**config.mk**
```make
export PLATFORM = sky130hd
export DESIGN_NAME = uart_status_flags_one
export DESIGN_NICKNAME = d
export VERILOG_FILES = /design/src/verilog/uart_flags_pkg.sv /design/src/verilog/flag_cell.sv /design/src/verilog/idle_run_counter.sv /design/src/verilog/uart_status_flags_one.sv
export VERILOG_INCLUDE_DIRS = /design/src /design/src/verilog
export SDC_FILE = /design/constraint.sdc
export NUM_CORES = 1
export LEC_CHECK = 0
export BUFFER_PORTS_ARGS = -buffer_cell sky130_fd_sc_hd__buf_2
export CAP_MARGIN = 20
export CORE_MARGIN = 2
export CORE_UTILIZATION = 49
export DETAILED_ROUTE_END_ITERATION = 10
export HOLD_SLACK_MARGIN = 0.12
export PLACE_DENSITY = 0.88
export REMOVE_ABC_BUFFERS = 1
export SETUP_SLACK_MARGIN = 0.1
export SYNTH_ARGS = -nofsm -noshare
export SYNTH_HDL_FRONTEND = slang
export SYNTH_SLANG_ARGS = --single-unit
```
**constraint.sdc**
```tcl
create_clock -name core_clk -period 2.4 [get_ports core_clk]
set_input_delay 0 -clock core_clk [delete_from_list [all_inputs] [get_ports core_clk]]
set_output_delay 0 -clock core_clk [all_outputs]
set_load 0.01 [all_outputs]
```
**src/verilog/uart_flags_regs.svh**
```systemverilog
// register offsets, field positions, reset values and run lengths
// of the serial status flag block; included by the flag block and its checker
`ifndef UART_FLAGS_REGS_SVH
`define UART_FLAGS_REGS_SVH

// byte addresses on the register bus
`define UF_STATUS_OFFSET 8'h04
`define UF_CONTROL_OFFSET 8'h08
`define UF_DATA_LOW_OFFSET 8'h0c

// status flag positions
`define UF_TX_EMPTY_BIT 7
`define UF_TX_DONE_BIT 6
`define UF_RX_FULL_BIT 5
`define UF_IDLE_BIT 4
`define UF_OVERRUN_BIT 3
`define UF_NOISE_BIT 2
`define UF_FRAME_ERR_BIT 1
`define UF_PARITY_ERR_BIT 0

// control field positions
`define UF_TX_EMPTY_IRQ_EN_BIT 7
`define UF_TX_DONE_IRQ_EN_BIT 6
`define UF_RECEIVE_INT_EN_BIT 5
`define UF_LINE_QUIET_IRQ_EN_BIT 4
`define UF_NINE_BIT_BIT 3
`define UF_PARITY_CHECK_ON_BIT 2
`define UF_PARITY_TYPE_BIT 1
`define UF_STANDBY_BIT 0

// reset values
`define UF_STATUS_RESET 8'hc0
`define UF_CONTROL_RESET 8'h00

// idle line run lengths in bit times
`define UF_IDLE_RUN_8BIT 4'h a
`define UF_IDLE_RUN_9BIT 4'h b

`endif

```
**src/verilog/uart_flags_pkg.sv**
```systemverilog
// types shared by the status flag block and its bench
// assumes the constants header sits beside it
package uart_flags_pkg;

   // one received frame as handed over by the receive shifter
   typedef struct packed {
      logic [7:0] data;
      logic bit8;
      logic parity_bit;
      logic noise;
      logic stop_bad;
   } rx_event_t;

   // control register layout, msb first
   typedef struct packed {
      logic tx_empty_irq_en;
      logic tx_done_irq_en;
      logic receive_int_en;
      logic line_quiet_irq_en;
      logic nine_bit;
      logic parity_check_on;
      logic parity_type_select;
      logic receiver_standby_bit;
   } control_t;

endpackage

```
**src/verilog/flag_cell.sv**
```systemverilog
// one status flag with read-then-access clearing
// assumes events arrive on core_clk from the same domain
module flag_cell #(
   parameter bit CLEAR_WINS = 1'b0,
   parameter bit RESET_VAL = 1'b0
) (
   input wire logic core_clk,
   input wire logic rst_n,
   input wire logic set,
   input wire logic clr_auto,
   input wire logic rd_status,
   input wire logic seen,
   input wire logic data_access,
   output logic flag
);

   logic armed;
   logic clear_now;

   // clearing needs an armed read first, or an automatic clear
   assign clear_now = (armed & data_access) | clr_auto;

   // armed only by a status read that returned the flag set
   always_ff @(posedge core_clk or negedge rst_n) begin
      if (!rst_n) begin
         armed <= 1'b0;
      end else if (rd_status) begin
         armed <= seen;
      end else if (clear_now) begin
         armed <= 1'b0;
      end
   end

   // the flag itself; priority picked per instance
   always_ff @(posedge core_clk or negedge rst_n) begin
      if (!rst_n) begin
         flag <= RESET_VAL;
      end else if (CLEAR_WINS && clear_now) begin
         flag <= 1'b0;
      end else if (set) begin
         flag <= 1'b1;
      end else if (clear_now) begin
         flag <= 1'b0;
      end
   end

endmodule

```
**src/verilog/idle_run_counter.sv**
```systemverilog
// counts bit times of continuous mark on the receive line
// assumes line_high is already synchronised and bit_tick is one cycle wide
module idle_run_counter (
   input wire logic core_clk,
   input wire logic rst_n,
   input wire logic line_high,
   input wire logic bit_tick,
   input wire logic [3:0] run_len,
   output logic idle_seen
);

   logic [3:0] run;

   // any space restarts the run; count saturates at the run length
   always_ff @(posedge core_clk or negedge rst_n) begin
      if (!rst_n) begin
         run <= 4'h0;
      end else if (!line_high) begin
         run <= 4'h0;
      end else if (bit_tick && run != run_len) begin
         run <= run + 4'h1;
      end
   end

   // one pulse as the run completes
   assign idle_seen = line_high & bit_tick & (run == run_len - 4'h1);

endmodule

```
**src/verilog/uart_status_flags_one.sv**
```systemverilog
// first status register of an asynchronous serial port, with its flags
// assumes transmit and receive shifters on core_clk and an apb master
//
// What this block does
// - clear is status read, then data access
// - transmit empty sets when shifter loads
// - armed read plus data write clears empty
// - done low while sending, high when idle
// - done clears by read-write or queued send
// - done: simultaneous set and clear clears
// - receive full sets on transfer, read clears
// - idle after 10 or 11 marks
// - idle rearms only after a received frame
// - no idle flag while receiver stands by
// - armed read plus data read clears idle
// - overrun keeps old data, drops new
// - overrun clears by read then data read
// - noise sets with full, not on overrun
// - stop error sets, blocks further reception
// - parity mismatch sets parity error flag
// - error flags clear by read then data read
// - writes to status register are ignored
// - all flags readable; noise, framing, parity flags feed no interrupt
// - each interrupt source gated by enable
// - word length bit selects nine bits
//
// Decided for this implementation: the APB slave port.
`include "uart_flags_regs.svh"

module uart_status_flags_one (
   input wire logic core_clk,
   input wire logic rst_n,
   input wire logic psel,
   input wire logic penable,
   input wire logic pwrite,
   input wire logic [7:0] paddr,
   input wire logic [31:0] pwdata,
   output logic [31:0] prdata,
   output logic pready,
   output logic pslverr,
   input wire logic rx_line,
   input wire logic bit_tick,
   input wire uart_flags_pkg::rx_event_t rx_frame,
   input wire logic rx_frame_valid,
   output logic rx_accept,
   input wire logic tx_load,
   input wire logic tx_busy,
   input wire logic tx_queued,
   output logic [7:0] tx_byte,
   output logic tx_full,
   output logic irq
);

   logic rst_meta_n;
   logic rst_sync_n;
   logic line_meta;
   logic line_sync;

   uart_flags_pkg::control_t control;
   logic [7:0] flags;
   logic [7:0] status_seen;
   logic [7:0] rx_byte;
   logic rx_bit8;
   logic idle_armed;
   logic setup_unmapped;

   logic setup;
   logic access;
   logic status_rd;
   logic data_rd;
   logic data_wr;
   logic control_wr;
   logic rx_take;
   logic rx_over;
   logic parity_bad;
   logic idle_seen;
   logic idle_set;
   logic done_set;
   logic done_auto;
   logic [3:0] idle_run;
   logic [7:0] next_rdata;
   logic next_unmapped;

   // reset release through two flops
   always_ff @(posedge core_clk or negedge rst_n) begin
      if (!rst_n) begin
         rst_meta_n <= 1'b0;
         rst_sync_n <= 1'b0;
      end else begin
         rst_meta_n <= 1'b1;
         rst_sync_n <= rst_meta_n;
      end
   end

   // receive pin into the clock domain, idle high
   always_ff @(posedge core_clk or negedge rst_sync_n) begin
      if (!rst_sync_n) begin
         line_meta <= 1'b1;
         line_sync <= 1'b1;
      end else begin
         line_meta <= rx_line;
         line_sync <= line_meta;
      end
   end

   // ------------------------------------------------------------------
   // bus decode
   // ------------------------------------------------------------------

   // phases of an apb transfer; the slave never stalls
   assign setup = psel & ~penable;
   assign access = psel & penable;
   assign pready = 1'b1;

   // access strobes per register
   assign status_rd = access & ~pwrite & (paddr == `UF_STATUS_OFFSET);
   assign data_rd = access & ~pwrite & (paddr == `UF_DATA_LOW_OFFSET);
   assign data_wr = access & pwrite & (paddr == `UF_DATA_LOW_OFFSET);
   assign control_wr = access & pwrite & (paddr == `UF_CONTROL_OFFSET);

   // read mux, sampled in the setup cycle
   always_comb begin
      next_rdata = 8'h00;
      next_unmapped = 1'b0;
      case (paddr)
         `UF_STATUS_OFFSET: begin
            next_rdata = flags;
         end
         `UF_CONTROL_OFFSET: begin
            next_rdata = control;
         end
         `UF_DATA_LOW_OFFSET: begin
            next_rdata = rx_byte;
         end
         default: begin
            next_unmapped = 1'b1;
         end
      endcase
   end

   // read data and error held through the access phase
   always_ff @(posedge core_clk or negedge rst_sync_n) begin
      if (!rst_sync_n) begin
         prdata <= 32'h0000_0000;
         setup_unmapped <= 1'b0;
      end else if (setup) begin
         prdata <= {24'h00_0000, pwrite ? 8'h00 : next_rdata};
         setup_unmapped <= next_unmapped;
      end
   end

   // error answer only on an unmapped address
   assign pslverr = access & setup_unmapped;

   // the flags exactly as returned to the reader
   assign status_seen = prdata[7:0];

   // ------------------------------------------------------------------
   // control and data registers
   // ------------------------------------------------------------------

   // interrupt enables and receive options; status writes fall through
   always_ff @(posedge core_clk or negedge rst_sync_n) begin
      if (!rst_sync_n) begin
         control <= `UF_CONTROL_RESET;
      end else if (control_wr) begin
         control <= pwdata[7:0];
      end
   end

   // transmit byte taken from a data write
   always_ff @(posedge core_clk or negedge rst_sync_n) begin
      if (!rst_sync_n) begin
         tx_byte <= 8'h00;
      end else if (data_wr) begin
         tx_byte <= pwdata[7:0];
      end
   end

   // a waiting byte is the inverse of the empty flag
   assign tx_full = ~flags[`UF_TX_EMPTY_BIT];

   // receive data only moves when the holding register is free
   always_ff @(posedge core_clk or negedge rst_sync_n) begin
      if (!rst_sync_n) begin
         rx_byte <= 8'h00;
         rx_bit8 <= 1'b0;
      end else if (rx_take) begin
         rx_byte <= rx_frame.data;
         rx_bit8 <= rx_frame.bit8;
      end
   end

   // ------------------------------------------------------------------
   // receive events
   // ------------------------------------------------------------------

   // a framing error holds the receiver off until cleared
   assign rx_accept = ~flags[`UF_FRAME_ERR_BIT];

   // an accepted new frame either lands or overruns; while blocked it is dropped
   assign rx_take = rx_frame_valid & rx_accept & ~flags[`UF_RX_FULL_BIT];
   assign rx_over = rx_frame_valid & rx_accept & flags[`UF_RX_FULL_BIT];

   // parity over data, ninth bit and parity bit against the chosen type
   assign parity_bad = ((^rx_frame.data) ^ (control.nine_bit & rx_frame.bit8)
                        ^ rx_frame.parity_bit) != control.parity_type_select;

   // idle run length follows the word length
   assign idle_run = control.nine_bit ? `UF_IDLE_RUN_9BIT : `UF_IDLE_RUN_8BIT;

   idle_run_counter u_idle (
      .core_clk(core_clk),
      .rst_n(rst_sync_n),
      .line_high(line_sync),
      .bit_tick(bit_tick),
      .run_len(idle_run),
      .idle_seen(idle_seen)
   );

   // idle reports once, then waits for a received frame
   always_ff @(posedge core_clk or negedge rst_sync_n) begin
      if (!rst_sync_n) begin
         idle_armed <= 1'b1;
      end else if (rx_take) begin
         idle_armed <= 1'b1;
      end else if (flags[`UF_IDLE_BIT]) begin
         idle_armed <= 1'b0;
      end
   end

   // standby hides the idle condition
   assign idle_set = idle_seen & idle_armed & ~control.receiver_standby_bit;

   // ------------------------------------------------------------------
   // transmit events
   // ------------------------------------------------------------------

   // done rises once empty and nothing is on the line or queued
   assign done_set = flags[`UF_TX_EMPTY_BIT] & ~tx_busy & ~tx_queued;
   // done drops while sending or once anything is queued
   assign done_auto = tx_busy | tx_queued | data_wr;

   // ------------------------------------------------------------------
   // the flags
   // ------------------------------------------------------------------

   // transmit empty: set by the shifter load, cleared by a data write
   flag_cell #(.CLEAR_WINS(1'b0), .RESET_VAL(1'(`UF_STATUS_RESET >> `UF_TX_EMPTY_BIT))) u_empty (
      .core_clk(core_clk),
      .rst_n(rst_sync_n),
      .set(tx_load),
      .clr_auto(1'b0),
      .rd_status(status_rd),
      .seen(status_seen[`UF_TX_EMPTY_BIT]),
      .data_access(data_wr),
      .flag(flags[`UF_TX_EMPTY_BIT])
   );

   // transmit done: clearing has priority over setting
   flag_cell #(.CLEAR_WINS(1'b1), .RESET_VAL(1'(`UF_STATUS_RESET >> `UF_TX_DONE_BIT))) u_done (
      .core_clk(core_clk),
      .rst_n(rst_sync_n),
      .set(done_set),
      .clr_auto(done_auto),
      .rd_status(status_rd),
      .seen(status_seen[`UF_TX_DONE_BIT]),
      .data_access(data_wr),
      .flag(flags[`UF_TX_DONE_BIT])
   );

   // receive full
   flag_cell #(.CLEAR_WINS(1'b0), .RESET_VAL(1'b0)) u_rx_full (
      .core_clk(core_clk),
      .rst_n(rst_sync_n),
      .set(rx_take),
      .clr_auto(1'b0),
      .rd_status(status_rd),
      .seen(status_seen[`UF_RX_FULL_BIT]),
      .data_access(data_rd),
      .flag(flags[`UF_RX_FULL_BIT])
   );

   // idle line
   flag_cell #(.CLEAR_WINS(1'b0), .RESET_VAL(1'b0)) u_idle_flag (
      .core_clk(core_clk),
      .rst_n(rst_sync_n),
      .set(idle_set),
      .clr_auto(1'b0),
      .rd_status(status_rd),
      .seen(status_seen[`UF_IDLE_BIT]),
      .data_access(data_rd),
      .flag(flags[`UF_IDLE_BIT])
   );

   // overrun may outlive receive full and then needs its own data read
   flag_cell #(.CLEAR_WINS(1'b0), .RESET_VAL(1'b0)) u_overrun (
      .core_clk(core_clk),
      .rst_n(rst_sync_n),
      .set(rx_over),
      .clr_auto(1'b0),
      .rd_status(status_rd),
      .seen(status_seen[`UF_OVERRUN_BIT]),
      .data_access(data_rd),
      .flag(flags[`UF_OVERRUN_BIT])
   );

   // noise, only alongside a frame that lands
   flag_cell #(.CLEAR_WINS(1'b0), .RESET_VAL(1'b0)) u_noise (
      .core_clk(core_clk),
      .rst_n(rst_sync_n),
      .set(rx_take & rx_frame.noise),
      .clr_auto(1'b0),
      .rd_status(status_rd),
      .seen(status_seen[`UF_NOISE_BIT]),
      .data_access(data_rd),
      .flag(flags[`UF_NOISE_BIT])
   );

   // framing error, only alongside a frame that lands
   flag_cell #(.CLEAR_WINS(1'b0), .RESET_VAL(1'b0)) u_frame_err (
      .core_clk(core_clk),
      .rst_n(rst_sync_n),
      .set(rx_take & rx_frame.stop_bad),
      .clr_auto(1'b0),
      .rd_status(status_rd),
      .seen(status_seen[`UF_FRAME_ERR_BIT]),
      .data_access(data_rd),
      .flag(flags[`UF_FRAME_ERR_BIT])
   );

   // parity error, only when checking is on
   flag_cell #(.CLEAR_WINS(1'b0), .RESET_VAL(1'b0)) u_parity_err (
      .core_clk(core_clk),
      .rst_n(rst_sync_n),
      .set(rx_take & control.parity_check_on & parity_bad),
      .clr_auto(1'b0),
      .rd_status(status_rd),
      .seen(status_seen[`UF_PARITY_ERR_BIT]),
      .data_access(data_rd),
      .flag(flags[`UF_PARITY_ERR_BIT])
   );

   // ------------------------------------------------------------------
   // interrupt request
   // ------------------------------------------------------------------

   // each source gated by its enable; full and overrun share one
   always_ff @(posedge core_clk or negedge rst_sync_n) begin
      if (!rst_sync_n) begin
         irq <= 1'b0;
      end else begin
         irq <= (flags[`UF_TX_EMPTY_BIT] & control.tx_empty_irq_en)
              | (flags[`UF_TX_DONE_BIT] & control.tx_done_irq_en)
              | ((flags[`UF_RX_FULL_BIT] | flags[`UF_OVERRUN_BIT])
                 & control.receive_int_en)
              | (flags[`UF_IDLE_BIT] & control.line_quiet_irq_en);
      end
   end

endmodule

```
==> results.txt <==
----------------------------------------------------
[Run]
  Max-cap violation count ... 0

[Routing]
  DRC Markers ... 0
  Vias per cell ... 5.18
  Via count ... 2170
  Routed wirelength normalized by instance count ... 15.2 um
  Initial DRC Count ... 138
  Post-route antenna net violation count ... 0
  First-pass detailed-route iteration total ... 4
  Post-Route WL ... roughly 6.4 mm

[Synth]
  Dominant cells by area after synthesis ... dfrtp_1, mux2_2, buf_4, dfstp_2, nand2_1
  Post-synthesis average cell area ... 11.4 sq um
  Proportion of synthesized chip area in sequential cells ... between 50% and 60%
  Top cells by instance count after synthesis ... dfrtp_1, buf_4, nand2_1
  Prevailing post-synth register cell ... dfrtp_1
  Number of enable-type register cells in the synthesized netlist ... 0
  Cell type contributing the most total cell area after synthesis ... dfrtp_1
  Synth warnings ... 0
  Share of synthesized flip-flops with an asynchronous set or reset ... 100%
  Unique masters post-synth ... 42
  Area of the mapped netlist ... ~2900 sq um
  Top cell type's share of synthesized area ... 45.9%
  Flip-flop and latch count after synthesis ... 58
  Most common cell in the synthesized netlist ... dfrtp_1
  Post-synthesis cell count ... 253

[Critical path]
  CP Capture Type ... flop
  List of cells traversed by the critical path ... dlygate4sd3_1, buf_2, or3b_2, or4_1, o311ai_0
  WP data arrival ... 2.19 ns
  Endpoint of the most critical register-to-register path ... u_parity_err.flag$_DFFE_PN0P_
  Critical path startpoint category ... input port
  Crit Path Category ... input port to flop
  Critical R2R Launch ... control[1]$_DFFE_PN0P_
  Required time at the worst-slack endpoint ... 2.64 ns
  Maximum fanout along the worst path ... 13
  Worst path slowest cell ... or4_1
  Number of cells on the worst reg-to-reg path ... 4
  Worst-case register-to-register setup slack ... just over 0.8 ns
  Maximum single-stage delay on the critical path ... approximately 0.64 ns

[Die]
  Die ar. ... between 6000 and 7000 sq um
  Initial cell density of the core ... between 50% and 60%
  Number of top-level pins ... between 100 and 150
  Vertical die dimension ... between 80 and 90 um
  Core area ... roughly 5600 sq um
  Die Width ... a little over 80 um
  Cell Rows ... 27

[STA]
  Final setup fails ... 0
  Final-report hold violation count ... 0
  Crit share post-route ... between 80% and 90%
  Headroom to the max-slew limit ... between 60% and 70%
  Setup TNS ... 0 ns
  Worst hold margin ... 0.128 ns
  RSZ-0062 raised after global routing ... false
  Actual slew at the worst max-slew pin ... between 0.5 and 0.6 ns
  Worst Clk Skew ... 0.0120 ns
  Final-report max-slew violation count ... 0
  Top achievable clock speed ... 512 MHz
  Final worst path period need ... about 2.0 ns

[Clock tree]
  TritonCTS clock tree ... built
  Maximum level of the CTS H-tree ... 3
  Worst-Skew Late Latency ... roughly 0.34 ns
  Buffer depth of the longest clock path ... 2
  Inserted Clock Buffers ... 9
  Post-CTS clock slew at the launch and capture registers of the worst setup and hold paths ... about 0.070 ns
  Clock Sinks ... 58
  Buffer type at the clock tree root ... clkbuf_8

[Min path]
  Type of the most critical hold path ... flop to async pin

[Placed design]
  Count of buffers inserted at the top-level ports ... just under 60
  Final weighted congestion in routability-driven placement ... roughly 0.78
  Detailed-placement wirelength estimate ... approximately 4.2 mm
  Post-placement cell count ... 373

[Final layout]
  Combined flip-flop and latch cell area ... 1460 sq um
  Share of final-layout standard cells stronger than drive strength 1 ... around a third
  Post-layout utilization of the core ... between 60 and 70%
  ANT cells ... 0
  Area growth, synth to finish ... 24.7%
  Fill cells ... 427
  Total number of nets in the final design ... between 400 and 500
  Finished Layout Cells ... about 420
  Combined area of the multi-input logic cells ... about 1200 sq um

[Power]
  Leakage Power ... 0.00177 uW
  Power density relative to cell area ... ~640 nW/um^2
  Worst IR drop on VDD ... 0.000494 V

[Global routing]
  First-pass GRT wire length ... 10.3 mm
  Final global-route overflow total ... 0
  GRT Util Overall ... approximately a fifth
  Pin count of the biggest net entering global routing ... 48
  Initial antenna violation count ... 0
  Vias in the first global route ... between 2000 and 2500

[Outcome]
  Result of the run ... finished, final reports clean

----------------------------------------------------
sequential cells by signal (all words and copies together) (netlist names), 4 cells and up:
signal      flops
control         8
prdata          8
rx_byte         8
tx_byte         8
u_idle.run      4
layer usage:
metal,share of wire (%),wire (um),global-route usage (%)
met1,40,2540,24.9
met2,50,3200,35.5
met3,7.2,459,7.00
met4,2.6,168,10.0
met5,0,0,0
logic make-up (layout without fill, tap and decap cells):
kind of cell | after synthesis | in the layout | synth area share [%]
other cells | 2 | 26 | 0.260
compound gates | 42 | 42 | 10.1
fa+ha+maj | 1 | 1 | 0.433
simple gates | 59 | 59 | 12.0
flops | 58 | 58 | 50.5
xor+xnor | 12 | 12 | 4.12
buf+inv | 47 | 117 | 10.4
mux | 32 | 32 | 12.1
layout by cell type, fill, tap and decap left out, drive strengths merged:
| cell type | n |
|---|---|
| xnor3 | 1 |
| nand4 | 3 |
| dfrtp | 53 |
| clkbuf | 13 |
| or4 | 2 |
| a21o | 4 |
| nor4b | 1 |
| mux2i | 8 |
| nand2b | 7 |
| nor4 | 2 |
| a311o | 1 |
| a41oi | 1 |
| dlygate4sd3 | 30 |
| a222oi | 1 |
| or3b | 1 |
| o41ai | 1 |
| nor2 | 3 |
| nor3 | 2 |
| xnor2 | 10 |
| and3 | 1 |
| nand2 | 27 |
| buf | 63 |
| mux2 | 24 |
| clkinv | 3 |
| a21boi | 1 |
| conb | 26 |
| xor2 | 1 |
| dfstp | 5 |
| a32o | 2 |
| nor3b | 2 |
| o21ai | 18 |
| a21oi | 2 |
| a22o | 10 |
| nor2b | 4 |
| o311ai | 1 |
| or3 | 2 |
| inv | 8 |
| and2 | 2 |
| ha | 1 |
per-stage QoR:
step / setup WS, ns / total power (uW) / instance area, sq um
after CTS: 0.456 / 2320 / 3600
final: 0.445 / 2300 / 3600
after detailed placement: 0.458 / 1510 / 3140
after floorplan: 0.511 / 1370 / 2710
after global placement: 0.474 / 1490 / 3140
after global routing: 0.292 / 2410 / 3600
critical path: cells and delay by family:
family,cells,cell delay (ns)
buffers and inverters,2,0.69
AO/OA/AOI/OAI,1,0.34
AND/OR/NAND/NOR,2,1.16
power breakdown:
part | internal [uW] | leakage (uW) | switching (uW) | total, uW
logic | 200 | 0.000946 | 159 | 359
clock network | 398 | 0.0000872 | 372 | 770
registers | 1090 | 0.000739 | 82.7 | 1170
repair_timing:
| action | CTS | global route |
|---|---|---|
| endpoints found under the setup margin | 0 | 0 |
| resized for setup | 0 | 0 |
| buffers inserted | 0 | 0 |
| endpoints found under the hold margin | 46 | 0 |
| hold buffers | 30 | 0 |
cell type report:
cell class / instances / area share (%)
Clock buffer: 13 / 4.13
Clock inverter: 3 / 0.417
Inverter: 8 / 0.834
Multi-Input combinational cell: 172 / 33.8
Sequential cell: 58 / 40.5
Tap cell: 72 / 2.50
Timing Repair Buffer: 93 / 17.8
worst max-delay path by stage:
stage,slack (ns),cells past startpoint,startpoint,endpoint
6_report,0.45,5,paddr[2],u_empty.armed$_DFFE_PN0P_
3_5_place_dp,0.46,5,paddr[1],control[1]$_DFFE_PN0P_
2_1_floorplan,0.51,2,u_rx_full.flag$_DFFE_PN0P_,rx_byte[0]$_DFFE_PN0N_
4_1_cts,0.46,5,paddr[2],u_empty.armed$_DFFE_PN0P_
3_3_place_gp,0.47,5,paddr[1],control[6]$_DFFE_PN0P_
5_1_grt,0.29,5,paddr[2],u_empty.armed$_DFFE_PN0P_
Note: power is estimated with default switching activity, not from simulation.
